$ cat src/common/sio_pkg.sv
// Purpose: shared constants, states and helpers of the serial port
// Assumes: 8-bit register port, 16x oversampled asynchronous bit timing
// Notes:   register offsets are byte addresses on the register port
package sio_pkg;
   // -----------------------------------------------------------------
   // register addresses
   // -----------------------------------------------------------------
   localparam logic [15:0] ASIM_ADDR = 16'hFF70;
   localparam logic [15:0] STAT_ADDR = 16'hFF71;
   localparam logic [15:0] CSIM_ADDR = 16'hFF72;
   localparam logic [15:0] BRGC_ADDR = 16'hFF73;
   localparam logic [15:0] DATA_ADDR = 16'hFF74;
   // -----------------------------------------------------------------
   // field positions
   // -----------------------------------------------------------------
   localparam int ASIM_TXE  = 7;
   localparam int ASIM_RXE  = 6;
   localparam int ASIM_PS1  = 5;
   localparam int ASIM_PS0  = 4;
   localparam int ASIM_CL   = 3;
   localparam int ASIM_SL   = 2;
   localparam int CSIM_EN   = 7;
   localparam int CSIM_DAP  = 3;
   localparam int CSIM_DIR  = 2;
   localparam int CSIM_CSCK = 1;
   localparam int CSIM_CKP  = 0;
   localparam int ST_PE     = 2;
   localparam int ST_FE     = 1;
   localparam int ST_OVE    = 0;
   localparam int BRGC_EXT  = 7;
   // -----------------------------------------------------------------
   // reset values, encodings and counts
   // -----------------------------------------------------------------
   localparam logic [7:0] ASIM_RST = 8'h00;
   localparam logic [7:0] CSIM_RST = 8'h00;
   localparam logic [7:0] BRGC_RST = 8'h00;
   localparam logic [7:0] TXS_RST  = 8'hFF;
   localparam logic [1:0] PAR_NONE = 2'h0;
   localparam logic [1:0] PAR_ZERO = 2'h1;
   localparam logic [1:0] PAR_ODD  = 2'h2;
   localparam logic [1:0] PAR_EVEN = 2'h3;
   localparam logic [3:0] PH_LAST  = 4'hF;
   localparam logic [3:0] PH_MID   = 4'h7;
   localparam logic [3:0] CSI_BITS = 4'h8;
   localparam logic [4:0] CSI_EDGE = 5'h10;

   typedef enum logic [5:0] {
      TX_IDLE  = 6'h01,
      TX_START = 6'h02,
      TX_DATA  = 6'h04,
      TX_PAR   = 6'h08,
      TX_STOP  = 6'h10,
      TX_CSI   = 6'h20
   } tx_state_e;

   typedef enum logic [4:0] {
      RX_IDLE  = 5'h01,
      RX_START = 5'h02,
      RX_DATA  = 5'h04,
      RX_PAR   = 5'h08,
      RX_STOP  = 5'h10
   } rx_state_e;

   // index of the last data bit for 7- or 8-bit characters
   function automatic logic [3:0] last_bit(input logic cl);
      last_bit = cl ? 4'h7 : 4'h6;
   endfunction

   // parity bit for the running xor of the data bits
   function automatic logic par_bit(input logic [1:0] ps, input logic x);
      par_bit = (ps == PAR_EVEN) ? x : (ps == PAR_ODD) ? ~x : 1'b0;
   endfunction
endpackage

$ cat src/common/sio_baud_if.sv
// Purpose: link between the port core and its bit-rate divider
// Assumes: single clock domain
// Notes:   tick is a one-cycle enable
`timescale 1ns/1ps
interface sio_baud_if;
   logic       run;
   logic       ext_sel;
   logic       ext_lvl;
   logic [6:0] div;
   logic       tick;
   modport gen  (input run, ext_sel, ext_lvl, div, output tick);
   modport user (output run, ext_sel, ext_lvl, div, input tick);
endinterface

$ cat src/verilog/sio_sync3.sv
// Purpose: three-stage pin synchroniser with agreement filter
// Assumes: inputs asynchronous to ref_clk_i
// Notes:   output moves only when stages two and three agree
`timescale 1ns/1ps
module sio_sync3 #(
   parameter int           W   = 4,
   parameter logic [W-1:0] RST = '1
)(
   input  wire logic         ref_clk_i,
   input  wire logic         rst_n_i,
   input  wire logic [W-1:0] d_i,
   output logic [W-1:0]      q_o
);
   logic [W-1:0] s1_r, s2_r, s3_r, q_r, q_nxt;

   // hold the old value while the two late stages disagree
   always_comb
   begin
      q_nxt = (~(s2_r ^ s3_r) & s3_r) | ((s2_r ^ s3_r) & q_r);
   end

   always_ff @(posedge ref_clk_i or negedge rst_n_i)
   begin
      if (!rst_n_i)
      begin
         s1_r <= RST;
         s2_r <= RST;
         s3_r <= RST;
         q_r  <= RST;
      end
      else
      begin
         s1_r <= d_i;
         s2_r <= s1_r;
         s3_r <= s2_r;
         q_r  <= q_nxt;
      end
   end

   assign q_o = q_r;
endmodule

$ cat src/verilog/sio_baud.sv
// Purpose: bit-rate divider for both serial modes
// Assumes: external clock level already synchronised
// Notes:   tick fires every div+1 source events
`timescale 1ns/1ps
module sio_baud
   import sio_pkg::*;
(
   input  wire logic ref_clk_i,
   input  wire logic rst_n_i,
   sio_baud_if.gen   b
);
   logic [6:0] cnt_r, cnt_nxt;
   logic       prev_r, prev_nxt, tick_r, tick_nxt, ev;

   // count system clocks or rising edges of the external clock
   always_comb
   begin
      ev       = b.ext_sel ? (b.ext_lvl & ~prev_r) : 1'b1;
      prev_nxt = b.ext_lvl;
      cnt_nxt  = cnt_r;
      tick_nxt = 1'b0;
      if (!b.run)
         cnt_nxt = 7'h00;
      else if (ev)
      begin
         if (cnt_r >= b.div)
         begin
            cnt_nxt  = 7'h00;
            tick_nxt = 1'b1;
         end
         else
            cnt_nxt = cnt_r + 7'h01;
      end
   end

   always_ff @(posedge ref_clk_i or negedge rst_n_i)
   begin
      if (!rst_n_i)
      begin
         cnt_r  <= 7'h00;
         prev_r <= 1'b1; // matches the synchroniser reset level, no false edge
         tick_r <= 1'b0;
      end
      else
      begin
         cnt_r  <= cnt_nxt;
         prev_r <= prev_nxt;
         tick_r <= tick_nxt;
      end
   end

   assign b.tick = tick_r;
endmodule

$ cat src/verilog/dual_mode_serial_port.sv
// Purpose: serial port with stop, asynchronous and three-wire modes
// Assumes: 8-bit register port; pins asynchronous to ref_clk_i
// Notes:   read data appears one cycle after rd_i
`timescale 1ns/1ps
module dual_mode_serial_port
   import sio_pkg::*;
(
   input  wire logic        ref_clk_i,
   input  wire logic        rst_n_i,
   input  wire logic [15:0] addr_i,
   input  wire logic        wr_i,
   input  wire logic        rd_i,
   input  wire logic [7:0]  wdata_i,
   output logic [7:0]       rdata_o,
   input  wire logic        receive_data_pin_i,
   input  wire logic        serial_in_pin_i,
   input  wire logic        serial_clock_pin_i,
   input  wire logic        async_ext_clock_pin_i,
   output logic             serial_out_pin_o,
   output logic             serial_clock_pin_o,
   output logic             serial_clock_pin_oe_o,
   output logic             tx_done_o,
   output logic             rx_done_o
);
   // ----------------------------------------------------------------
   // pins, mode decode and divider
   // ----------------------------------------------------------------
   logic [3:0] pins_s;
   logic [7:0] asim_r, asim_nxt, csim_r, csim_nxt, brgc_r, brgc_nxt;
   logic       csi_mode, txen, rxen, stop_mode, tick, cl, rxd;
   logic [1:0] ps;
   sio_baud_if bif ();

   sio_sync3 #(.W(4), .RST(4'hF)) u_sync (
      .ref_clk_i (ref_clk_i),
      .rst_n_i   (rst_n_i),
      .d_i       ({async_ext_clock_pin_i, serial_clock_pin_i,
                   serial_in_pin_i, receive_data_pin_i}),
      .q_o       (pins_s)
   );

   sio_baud u_baud (
      .ref_clk_i (ref_clk_i),
      .rst_n_i   (rst_n_i),
      .b         (bif.gen)
   );

   // one mode at a time; three-wire enable overrides the async enables
   assign csi_mode    = csim_r[CSIM_EN];
   assign txen        = asim_r[ASIM_TXE] & ~csi_mode;
   assign rxen        = asim_r[ASIM_RXE] & ~csi_mode;
   assign stop_mode   = ~csi_mode & ~txen & ~rxen;
   assign cl          = asim_r[ASIM_CL];
   assign ps          = asim_r[ASIM_PS1:ASIM_PS0];
   assign rxd         = pins_s[0];
   assign bif.run     = txen | rxen | (csi_mode & csim_r[CSIM_CSCK]);
   assign bif.ext_sel = brgc_r[BRGC_EXT];
   assign bif.ext_lvl = pins_s[3];
   assign bif.div     = brgc_r[6:0];
   assign tick        = bif.tick;

   // ----------------------------------------------------------------
   // transmit and three-wire shifter
   // ----------------------------------------------------------------
   tx_state_e  tx_st_r, tx_st_nxt;
   logic [7:0] tx_sh_r, tx_sh_nxt;
   logic [3:0] tx_cnt_r, tx_cnt_nxt, tx_ph_r, tx_ph_nxt;
   logic [4:0] tgl_r, tgl_nxt;
   logic       tx_par_r, tx_par_nxt, so_r, so_nxt, sck_r, sck_nxt, oe_r, oe_nxt;
   logic       lvl_r, tx_done_r, tx_done_nxt, csi_done_r, csi_done_nxt;
   logic       wr_data, lvl, rise, fall, out_e, smp_e, bit_end, dir;

   assign wr_data = wr_i & (addr_i == DATA_ADDR);
   assign dir     = csim_r[CSIM_DIR];
   assign lvl     = csim_r[CSIM_CSCK] ? sck_r : pins_s[2];
   assign rise    = lvl & ~lvl_r;
   assign fall    = ~lvl & lvl_r;
   assign out_e   = csim_r[CSIM_DAP] ? rise : fall;
   assign smp_e   = csim_r[CSIM_DAP] ? fall : rise;
   assign bit_end = tick & (tx_ph_r == PH_LAST);

   // framing and three-wire shifting
   always_comb
   begin
      tx_st_nxt    = tx_st_r;
      tx_sh_nxt    = tx_sh_r;
      tx_cnt_nxt   = tx_cnt_r;
      tx_ph_nxt    = tick ? tx_ph_r + 4'h1 : tx_ph_r;
      tx_par_nxt   = tx_par_r;
      so_nxt       = so_r;
      sck_nxt      = sck_r;
      tgl_nxt      = tgl_r;
      oe_nxt       = csi_mode & csim_r[CSIM_CSCK];
      tx_done_nxt  = 1'b0;
      csi_done_nxt = 1'b0;
      unique case (tx_st_r)
         TX_IDLE:
         begin
            sck_nxt   = ~csim_r[CSIM_CKP];
            tx_ph_nxt = 4'h0;
            if (!csi_mode)
               so_nxt = 1'b1;
            if (wr_data)
            begin
               tx_sh_nxt  = wdata_i;
               tx_cnt_nxt = 4'h0;
               tx_par_nxt = 1'b0;
               tgl_nxt    = 5'h00;
               if (csi_mode)
               begin
                  tx_st_nxt = TX_CSI;
                  so_nxt    = dir ? wdata_i[0] : wdata_i[7];
               end
               else if (txen)
                  tx_st_nxt = TX_START;
            end
         end
         TX_START:
         begin
            so_nxt = 1'b0;
            if (bit_end)
               tx_st_nxt = TX_DATA;
         end
         TX_DATA:
         begin
            so_nxt = tx_sh_r[0];
            if (bit_end)
            begin
               tx_sh_nxt  = {1'b1, tx_sh_r[7:1]};
               tx_par_nxt = tx_par_r ^ tx_sh_r[0];
               tx_cnt_nxt = tx_cnt_r + 4'h1;
               if (tx_cnt_r == last_bit(cl))
               begin
                  tx_cnt_nxt = 4'h0;
                  tx_st_nxt  = (ps == PAR_NONE) ? TX_STOP : TX_PAR;
               end
            end
         end
         TX_PAR:
         begin
            so_nxt = par_bit(ps, tx_par_r);
            if (bit_end)
               tx_st_nxt = TX_STOP;
         end
         TX_STOP:
         begin
            so_nxt = 1'b1;
            if (bit_end)
            begin
               tx_cnt_nxt = tx_cnt_r + 4'h1;
               if (tx_cnt_r[0] == asim_r[ASIM_SL])
               begin
                  tx_st_nxt   = TX_IDLE;
                  tx_done_nxt = 1'b1;
               end
            end
         end
         TX_CSI:
         begin
            if (csim_r[CSIM_CSCK] && tick && tgl_r != CSI_EDGE)
            begin
               sck_nxt = ~sck_r;
               tgl_nxt = tgl_r + 5'h01;
            end
            if (smp_e && tx_cnt_r != CSI_BITS)
            begin
               tx_sh_nxt  = dir ? {pins_s[1], tx_sh_r[7:1]} : {tx_sh_r[6:0], pins_s[1]};
               tx_cnt_nxt = tx_cnt_r + 4'h1;
            end
            if (out_e && tx_cnt_r != 4'h0 && tx_cnt_r != CSI_BITS)
               so_nxt = dir ? tx_sh_r[0] : tx_sh_r[7];
            if (tx_cnt_r == CSI_BITS && (!csim_r[CSIM_CSCK] || tgl_r == CSI_EDGE))
            begin
               tx_st_nxt    = TX_IDLE;
               tx_done_nxt  = 1'b1;
               csi_done_nxt = 1'b1;
            end
         end
         default:
            tx_st_nxt = TX_IDLE;
      endcase
      // a mode change abandons the transfer in flight
      if ((tx_st_r == TX_CSI && !csi_mode) ||
          (tx_st_r != TX_CSI && tx_st_r != TX_IDLE && !txen))
         tx_st_nxt = TX_IDLE;
   end

   always_ff @(posedge ref_clk_i or negedge rst_n_i)
   begin
      if (!rst_n_i)
      begin
         tx_st_r    <= TX_IDLE;
         tx_sh_r    <= TXS_RST;
         tx_cnt_r   <= 4'h0;
         tx_ph_r    <= 4'h0;
         tx_par_r   <= 1'b0;
         so_r       <= 1'b1;
         sck_r      <= 1'b1;
         tgl_r      <= 5'h00;
         oe_r       <= 1'b0;
         lvl_r      <= 1'b1;
         tx_done_r  <= 1'b0;
         csi_done_r <= 1'b0;
      end
      else
      begin
         tx_st_r    <= tx_st_nxt;
         tx_sh_r    <= tx_sh_nxt;
         tx_cnt_r   <= tx_cnt_nxt;
         tx_ph_r    <= tx_ph_nxt;
         tx_par_r   <= tx_par_nxt;
         so_r       <= so_nxt;
         sck_r      <= sck_nxt;
         tgl_r      <= tgl_nxt;
         oe_r       <= oe_nxt;
         lvl_r      <= lvl;
         tx_done_r  <= tx_done_nxt;
         csi_done_r <= csi_done_nxt;
      end
   end

   // ----------------------------------------------------------------
   // asynchronous receiver
   // ----------------------------------------------------------------
   rx_state_e  rx_st_r, rx_st_nxt;
   logic [7:0] rx_sh_r, rx_sh_nxt;
   logic [3:0] rx_cnt_r, rx_cnt_nxt, rx_ph_r, rx_ph_nxt;
   logic       rx_par_r, rx_par_nxt, perr_r, perr_nxt, rx_prev_r;
   logic       rx_ev_r, rx_ev_nxt, rx_pe_r, rx_pe_nxt, rx_fe_r, rx_fe_nxt, smp;

   assign smp = tick & (rx_ph_r == PH_LAST);

   // start detect, mid-bit sampling and error checks
   always_comb
   begin
      rx_st_nxt  = rx_st_r;
      rx_sh_nxt  = rx_sh_r;
      rx_cnt_nxt = rx_cnt_r;
      rx_ph_nxt  = tick ? rx_ph_r + 4'h1 : rx_ph_r;
      rx_par_nxt = rx_par_r;
      perr_nxt   = perr_r;
      rx_ev_nxt  = 1'b0;
      rx_pe_nxt  = 1'b0;
      rx_fe_nxt  = 1'b0;
      unique case (rx_st_r)
         RX_IDLE:
         begin
            rx_ph_nxt = 4'h0;
            if (rxen && rx_prev_r && !rxd)
               rx_st_nxt = RX_START;
         end
         RX_START:
         begin
            if (tick && rx_ph_r == PH_MID)
            begin
               rx_ph_nxt  = 4'h0;
               rx_cnt_nxt = 4'h0;
               rx_par_nxt = 1'b0;
               perr_nxt   = 1'b0;
               rx_st_nxt  = rxd ? RX_IDLE : RX_DATA;
            end
         end
         RX_DATA:
         begin
            if (smp)
            begin
               rx_sh_nxt  = {rxd, rx_sh_r[7:1]};
               rx_par_nxt = rx_par_r ^ rxd;
               rx_cnt_nxt = rx_cnt_r + 4'h1;
               if (rx_cnt_r == last_bit(cl))
                  rx_st_nxt = (ps == PAR_NONE) ? RX_STOP : RX_PAR;
            end
         end
         RX_PAR:
         begin
            if (smp)
            begin
               perr_nxt  = (ps[1] == 1'b1) && (rxd != par_bit(ps, rx_par_r));
               rx_st_nxt = RX_STOP;
            end
         end
         RX_STOP:
         begin
            if (smp)
            begin
               rx_ev_nxt = 1'b1;
               rx_pe_nxt = perr_r;
               rx_fe_nxt = ~rxd;
               rx_st_nxt = RX_IDLE;
            end
         end
         default:
            rx_st_nxt = RX_IDLE;
      endcase
      if (!rxen)
         rx_st_nxt = RX_IDLE;
   end

   always_ff @(posedge ref_clk_i or negedge rst_n_i)
   begin
      if (!rst_n_i)
      begin
         rx_st_r   <= RX_IDLE;
         rx_sh_r   <= 8'h00;
         rx_cnt_r  <= 4'h0;
         rx_ph_r   <= 4'h0;
         rx_par_r  <= 1'b0;
         perr_r    <= 1'b0;
         rx_prev_r <= 1'b1;
         rx_ev_r   <= 1'b0;
         rx_pe_r   <= 1'b0;
         rx_fe_r   <= 1'b0;
      end
      else
      begin
         rx_st_r   <= rx_st_nxt;
         rx_sh_r   <= rx_sh_nxt;
         rx_cnt_r  <= rx_cnt_nxt;
         rx_ph_r   <= rx_ph_nxt;
         rx_par_r  <= rx_par_nxt;
         perr_r    <= perr_nxt;
         rx_prev_r <= rxd;
         rx_ev_r   <= rx_ev_nxt;
         rx_pe_r   <= rx_pe_nxt;
         rx_fe_r   <= rx_fe_nxt;
      end
   end

   // ----------------------------------------------------------------
   // register file and receive buffer
   // ----------------------------------------------------------------
   logic [7:0] stat_r, stat_nxt, rbuf_r, rbuf_nxt, rdata_r, rdata_nxt;
   logic       full_r, full_nxt, rx_done_r, rx_done_nxt, rd_data, rx_load;

   assign rd_data = rd_i & (addr_i == DATA_ADDR);
   assign rx_load = rx_ev_r | csi_done_r;

   // writes, sticky status with set over clear, registered reads
   always_comb
   begin
      asim_nxt    = (wr_i && addr_i == ASIM_ADDR) ? wdata_i : asim_r;
      csim_nxt    = (wr_i && addr_i == CSIM_ADDR) ? wdata_i : csim_r;
      brgc_nxt    = (wr_i && addr_i == BRGC_ADDR) ? wdata_i : brgc_r;
      stat_nxt    = (rd_i && addr_i == STAT_ADDR) ? 8'h00 : stat_r;
      stat_nxt[ST_PE]  = stat_nxt[ST_PE] | (rx_ev_r & rx_pe_r);
      stat_nxt[ST_FE]  = stat_nxt[ST_FE] | (rx_ev_r & rx_fe_r);
      stat_nxt[ST_OVE] = stat_nxt[ST_OVE] | (rx_load & full_r & ~rd_data);
      full_nxt    = (full_r & ~rd_data) | rx_load;
      rbuf_nxt    = rbuf_r;
      if (rx_ev_r)
         rbuf_nxt = cl ? rx_sh_r : {1'b0, rx_sh_r[7:1]};
      else if (csi_done_r)
         rbuf_nxt = tx_sh_r;
      rx_done_nxt = rx_load;
      rdata_nxt   = rdata_r;
      if (rd_i)
      begin
         unique case (addr_i)
            ASIM_ADDR: rdata_nxt = asim_r;
            STAT_ADDR: rdata_nxt = stat_r;
            CSIM_ADDR: rdata_nxt = csim_r;
            BRGC_ADDR: rdata_nxt = brgc_r;
            DATA_ADDR: rdata_nxt = rbuf_r;
            default:   rdata_nxt = 8'h00;
         endcase
      end
   end

   always_ff @(posedge ref_clk_i or negedge rst_n_i)
   begin
      if (!rst_n_i)
      begin
         asim_r    <= ASIM_RST;
         csim_r    <= CSIM_RST;
         brgc_r    <= BRGC_RST;
         stat_r    <= 8'h00;
         rbuf_r    <= 8'h00;
         full_r    <= 1'b0;
         rx_done_r <= 1'b0;
         rdata_r   <= 8'h00;
      end
      else
      begin
         asim_r    <= asim_nxt;
         csim_r    <= csim_nxt;
         brgc_r    <= brgc_nxt;
         stat_r    <= stat_nxt;
         rbuf_r    <= rbuf_nxt;
         full_r    <= full_nxt;
         rx_done_r <= rx_done_nxt;
         rdata_r   <= rdata_nxt;
      end
   end

   assign rdata_o               = rdata_r;
   assign serial_out_pin_o      = so_r;
   assign serial_clock_pin_o    = sck_r;
   assign serial_clock_pin_oe_o = oe_r;
   assign tx_done_o             = tx_done_r;
   assign rx_done_o             = rx_done_r;
endmodule

$ cat config.mk
export PLATFORM = sky130hd
export DESIGN_NAME = dual_mode_serial_port
export DESIGN_NICKNAME = d
export VERILOG_FILES = /design/src/common/sio_pkg.sv /design/src/common/sio_baud_if.sv /design/src/verilog/sio_sync3.sv /design/src/verilog/sio_baud.sv /design/src/verilog/dual_mode_serial_port.sv
export SDC_FILE = /design/constraint.sdc
export NUM_CORES = 1
export LEC_CHECK = 0
export ABC_AREA = 0
export BUFFER_PORTS_ARGS = -buffer_cell sky130_fd_sc_hd__buf_2
export CAP_MARGIN = 40
export CELL_PAD_IN_SITES_DETAIL_PLACEMENT = 0
export CELL_PAD_IN_SITES_GLOBAL_PLACEMENT = 1
export CORE_ASPECT_RATIO = 1.1
export CORE_MARGIN = 1.5
export CORE_UTILIZATION = 35
export DETAILED_ROUTE_END_ITERATION = 16
export PLACE_DENSITY_LB_ADDON = 0.1
export SKIP_LAST_GASP = 1
export SLEW_MARGIN = 20
export SYNTH_ARGS = -nofsm -noshare
export SYNTH_HDL_FRONTEND = slang
export SYNTH_SLANG_ARGS = --single-unit
$ cat constraint.sdc
create_clock -name ref_clk_i -period 6.75 [get_ports ref_clk_i]
set_clock_uncertainty 0.2 [all_clocks]
set_input_delay 0 -clock ref_clk_i [delete_from_list [all_inputs] [get_ports ref_clk_i]]
set_output_delay 0 -clock ref_clk_i [all_outputs]
set_load 0.1 [all_outputs]
==> qor_table.md <==
| Quantity | This run |
|:---|:---|
| Die height | 146.1 um |
| Critical path class | flip-flop to flip-flop |
| End of the worst register-to-register path | tx_st_r[2] |
| Sequential-to-total area share from yosys stat | 0.5091 |
| Critical path data arrival time | 3.04 ns |
| Port bufs | 44 |
| Area fraction in compound gates after synthesis | 0.1398 |
| Endpoints failing hold | 0 |
| Multiplexer share of the synthesized area | 0.1062 |
| Critical register-to-register path startpoint | tx_st_r[1] |
| Fill count | 1,838 |
| Initial cell density of the core | 0.3551 |
| H-Tree Level Count | 4 |
| Predominant post-synthesis flop cell | dfrtp_1 |
| Area share of and/or/nand/nor cells after synthesis | 0.1540 |
| Final global-route overflow total | 0 |
| Wire length of the first global-routing pass | 27,580 um |
| Number of buffers between clock root and the deepest sink | 2 |
| Upper clock frequency limit | 0.3396 GHz |
| Total negative setup slack | 0 ns |
| Max-capacitance violation count | 0 |
| Largest net degree at the start of global routing | 57 |
| Number of buffers inserted during clock tree synthesis | 17 |
| Aggregate routed wire length | 16,820 um |
| Vias/cell | 5.322 |
| Netlist Area Pre-Place | 0.006515 mm2 |
| Clock latency on the worst-skew pair | 0.42 ns |
| Drt wl/cell | 18.40 um |
| Number of warnings printed during yosys synthesis | 0 |
| Clock-pin slew on the worst setup and hold paths | 0.06 ns |
| Combinational family with the most area after synthesis | simple AND/OR/NAND/NOR gates |
| Buffer count from post-CTS setup fixing | 0 |
| Layout cells sized above 1 | 0.2429 |
| Footprint of the multi-input gates | 0.003018 mm2 |
| Slowest stage delay, CP | 0.65 ns |
| Run status | completed |
| Synth-to-Final Area Change | 18.72% |
| Clock sinks | 131 |
| Placement row count | 52 |
| Die area | 0.01944 mm2 |
| Largest fanout on the critical path | 12 |
| Routability Congestion | 0.8100 |
| Count of placed standard cells in the final layout, fillers left out | 914 |
| Cell at the root of the clock tree | clkbuf_16 |
| Top cell by count, worst path | nand2_1 |
| Number of flops mapped to enable cells by yosys | 0 |
| TritonCTS clock tree | built |
| Placeable core area | 0.01835 mm2 |
| Die boundary width | 133.1 um |
| Fraction of the mapped netlist area in adder cells | 0.03495 |
| Setup repair after global routing missed its margin | no |
| Max rail drop VDD | 0.0001844 V |
| Total Nets Final | 705 |
| Post-layout min period | 2.944 ns |
| Vias in the first global route | 5,017 |
| Number of library cell types mapped by synthesis | 72 |
| Initial antenna violation count | 0 |
| Router iterations before antenna repair | 7 |
| Remaining design rule violation count | 0 |
| Total placed cells including tap cells | 862 |
| Setup slack on the worst flop-to-flop path | 3.81 ns |
| Synthesized instance count | 592 |
| Worst setup SP type | flip-flop |
| Antenna diode count | 0 |
| Syn_area_per_cell | 11.01 um2 |
| Hold-fix buffers, CTS | 20 |
| Class of the tightest hold or removal check | input pin to asynchronous set/reset pin |
| Tightest slew margin relative to the limit | 0.4598 |
| Cell with the largest stage delay on the worst path | nor4_2 |
| Max-slew violation total from the final report | 0 |
| Via count | 4,864 |
| Static Leakage | 3.410 nW |
| Area used by sequential logic in the layout | 0.003317 mm2 |
| Depth of the most critical reg-to-reg path | 6 |
| Synthesis-stage register bit count | 131 |
| Number of I/O pins | 45 |
| Final ANT Viol Nets | 0 |
| Total power density per cell area | 268.5 mW/mm2 |
| Half-perimeter wire length after detailed placement | 12,130 um |
| Resized cells post-CTS | 0 |
| Share of the synthesized netlist area taken by xor and xnor gates | 0.02823 |
| All-Layer GR Usage | 0.1842 |
| Slew of the pin with the lowest slew margin | 0.8067 ns |
| Net count after synthesis | 639 |
| Data required, critical path | 6.84 ns |
| Drt initial violations | 302 |
| Endpoint type of the worst setup path | flip-flop |
| Share of the clock period used by the worst path | 0.4362 |
| Final setup fails | 0 |
| Worst-path cell chain | nor4_2, nand2_1, o221ai_1, o22ai_1, nand2_1, mux2_1 |
| Share of flip-flops with an asynchronous set or reset | 1.000 |
[metal layers]
metal	up-vias	track usage	share of wire
met1	2428	0.2461	0.46
li1	2319	-	-
met5	-	0	0
met2	93	0.3000	0.48
met3	24	0.03021	0.031
met4	0	0.07143	0.023
[critical path: cells and delay by family (launching register included)]
family,cells,cell delay (ns)
simple gates,3,1.31
compound gates,2,0.49
flops,1,0.48
mux,1,0.34
[per-stage QoR]
stage | total power [W] | utilization | instance area, um2 | setup WS [ns] | hold slack [ns]
3_3_place_gp | 0.001255 | 0.3795 | 6963 | 3.923 | -0.2038
2_1_floorplan | 0.001163 | - | 6515 | 4.372 | -0.4956
6_report | 0.002077 | 0.4216 | 7735 | 3.806 | 0.01548
4_1_cts | 0.002103 | 0.4216 | 7735 | 3.835 | 0.006243
5_1_grt | 0.002177 | 0.4216 | 7735 | 3.608 | 0.01518
3_5_place_dp | 0.001264 | 0.3814 | 6998 | 3.853 | -0.1942
[cells in the mapped netlist, types with 9 or more instances]
library cell	n	share of area
mux2_2	34	0.059
o21ai_1	9	0.0069
dfrtp_1	100	0.38
mux2i_1	23	0.035
xor2_1	14	0.019
dfstp_2	31	0.13
nor2b_1	11	0.011
a21oi_1	33	0.025
clkbuf_1	11	0.0063
ha_1	15	0.029
nand4_1	16	0.015
nand3_1	19	0.015
inv_1	24	0.014
o21ai_0	13	0.010
nand2_1	27	0.016
nor2_1	54	0.031
[where the power goes]
part	internal (W)	leakage [nW]	switching, W
combinational	0.000125	1.45	0.000223
clock	0.000477	0.251	0.000338
sequential	0.000861	1.71	0.0000530
[state kept, by name, indices dropped and copies added, names as in the netlist, 3 cells and up, named ones only]
name,flops
tgl_r,5
rx_sh_r,8
u_sync.s2_r,4
rx_ph_r,4
asim_r,8
rdata_o,8
stat_r,3
brgc_r,8
u_sync.s3_r,4
rx_st_r,5
csim_r,8
tx_ph_r,4
u_baud.cnt_r,7
tx_cnt_r,4
tx_sh_r,8
tx_st_r,6
rbuf_r,8
rx_cnt_r,4
u_sync.s1_r,4
[cells in the final DEF (no fill, tap or decap), types with 4 or more instances in the layout]
master	instances
dfrtp_1	100
nor2_1	54
buf_2	43
mux2_2	34
a21oi_1	33
dfstp_2	31
nand2_1	27
inv_1	24
mux2i_1	23
nand3_1	19
dlygate4sd3_1	19
clkbuf_16	17
nand4_1	16
ha_1	15
xor2_1	14
o21ai_0	13
nor2b_1	11
o21ai_1	9
a211oi_1	8
nor3_1	8
or2_2	8
a22o_1	8
xnor2_1	7
a222oi_1	7
o22ai_1	6
nand3b_1	6
a221oi_1	5
nand2b_1	5
o211ai_1	5
a21o_1	5
and2_1	5
clkbuf_1	5
maj3_1	4
o2111ai_1	4
and3_1	4
a31oi_1	4
o31ai_1	4
clkinv_2	4
[cell families after synthesis]
family | Yosys count
xor gates and xnor gates | 21
and+or+nand+nor | 184
adders and majority gates | 19
muxes | 61
AOI/OAI and AO/OA | 132
buffers and inverters | 44
DFF | 131
[how the worst max path moves through the flow]
stage / from / end / slack, ns / cells past startpoint
CTS: tx_st_r[1] / tx_st_r[2] / 3.83 / 6
floorplan: serial_clock_pin_o / serial_out_pin_o / 4.37 / 6
detailed placement: tx_st_r[1] / tx_st_r[2] / 3.85 / 6
global route: tx_st_r[1] / tx_st_r[2] / 3.61 / 6
finish: tx_st_r[1] / tx_st_r[2] / 3.81 / 6
global placement: tx_st_r[1] / tx_st_r[2] / 3.92 / 6
[layout make-up]
| cell class | instances | area share |
|---|---|---|
| clock buffers | 23 | 0.05920 |
| flip-flops and latches | 131 | 0.4288 |
| multi-input cells | 417 | 0.3902 |
| well taps | 243 | 0.03931 |
| clock inverters | 9 | 0.007926 |
| inverters | 24 | 0.01165 |
| repair buffers | 67 | 0.06292 |
(Power assumes the default switching activity.)
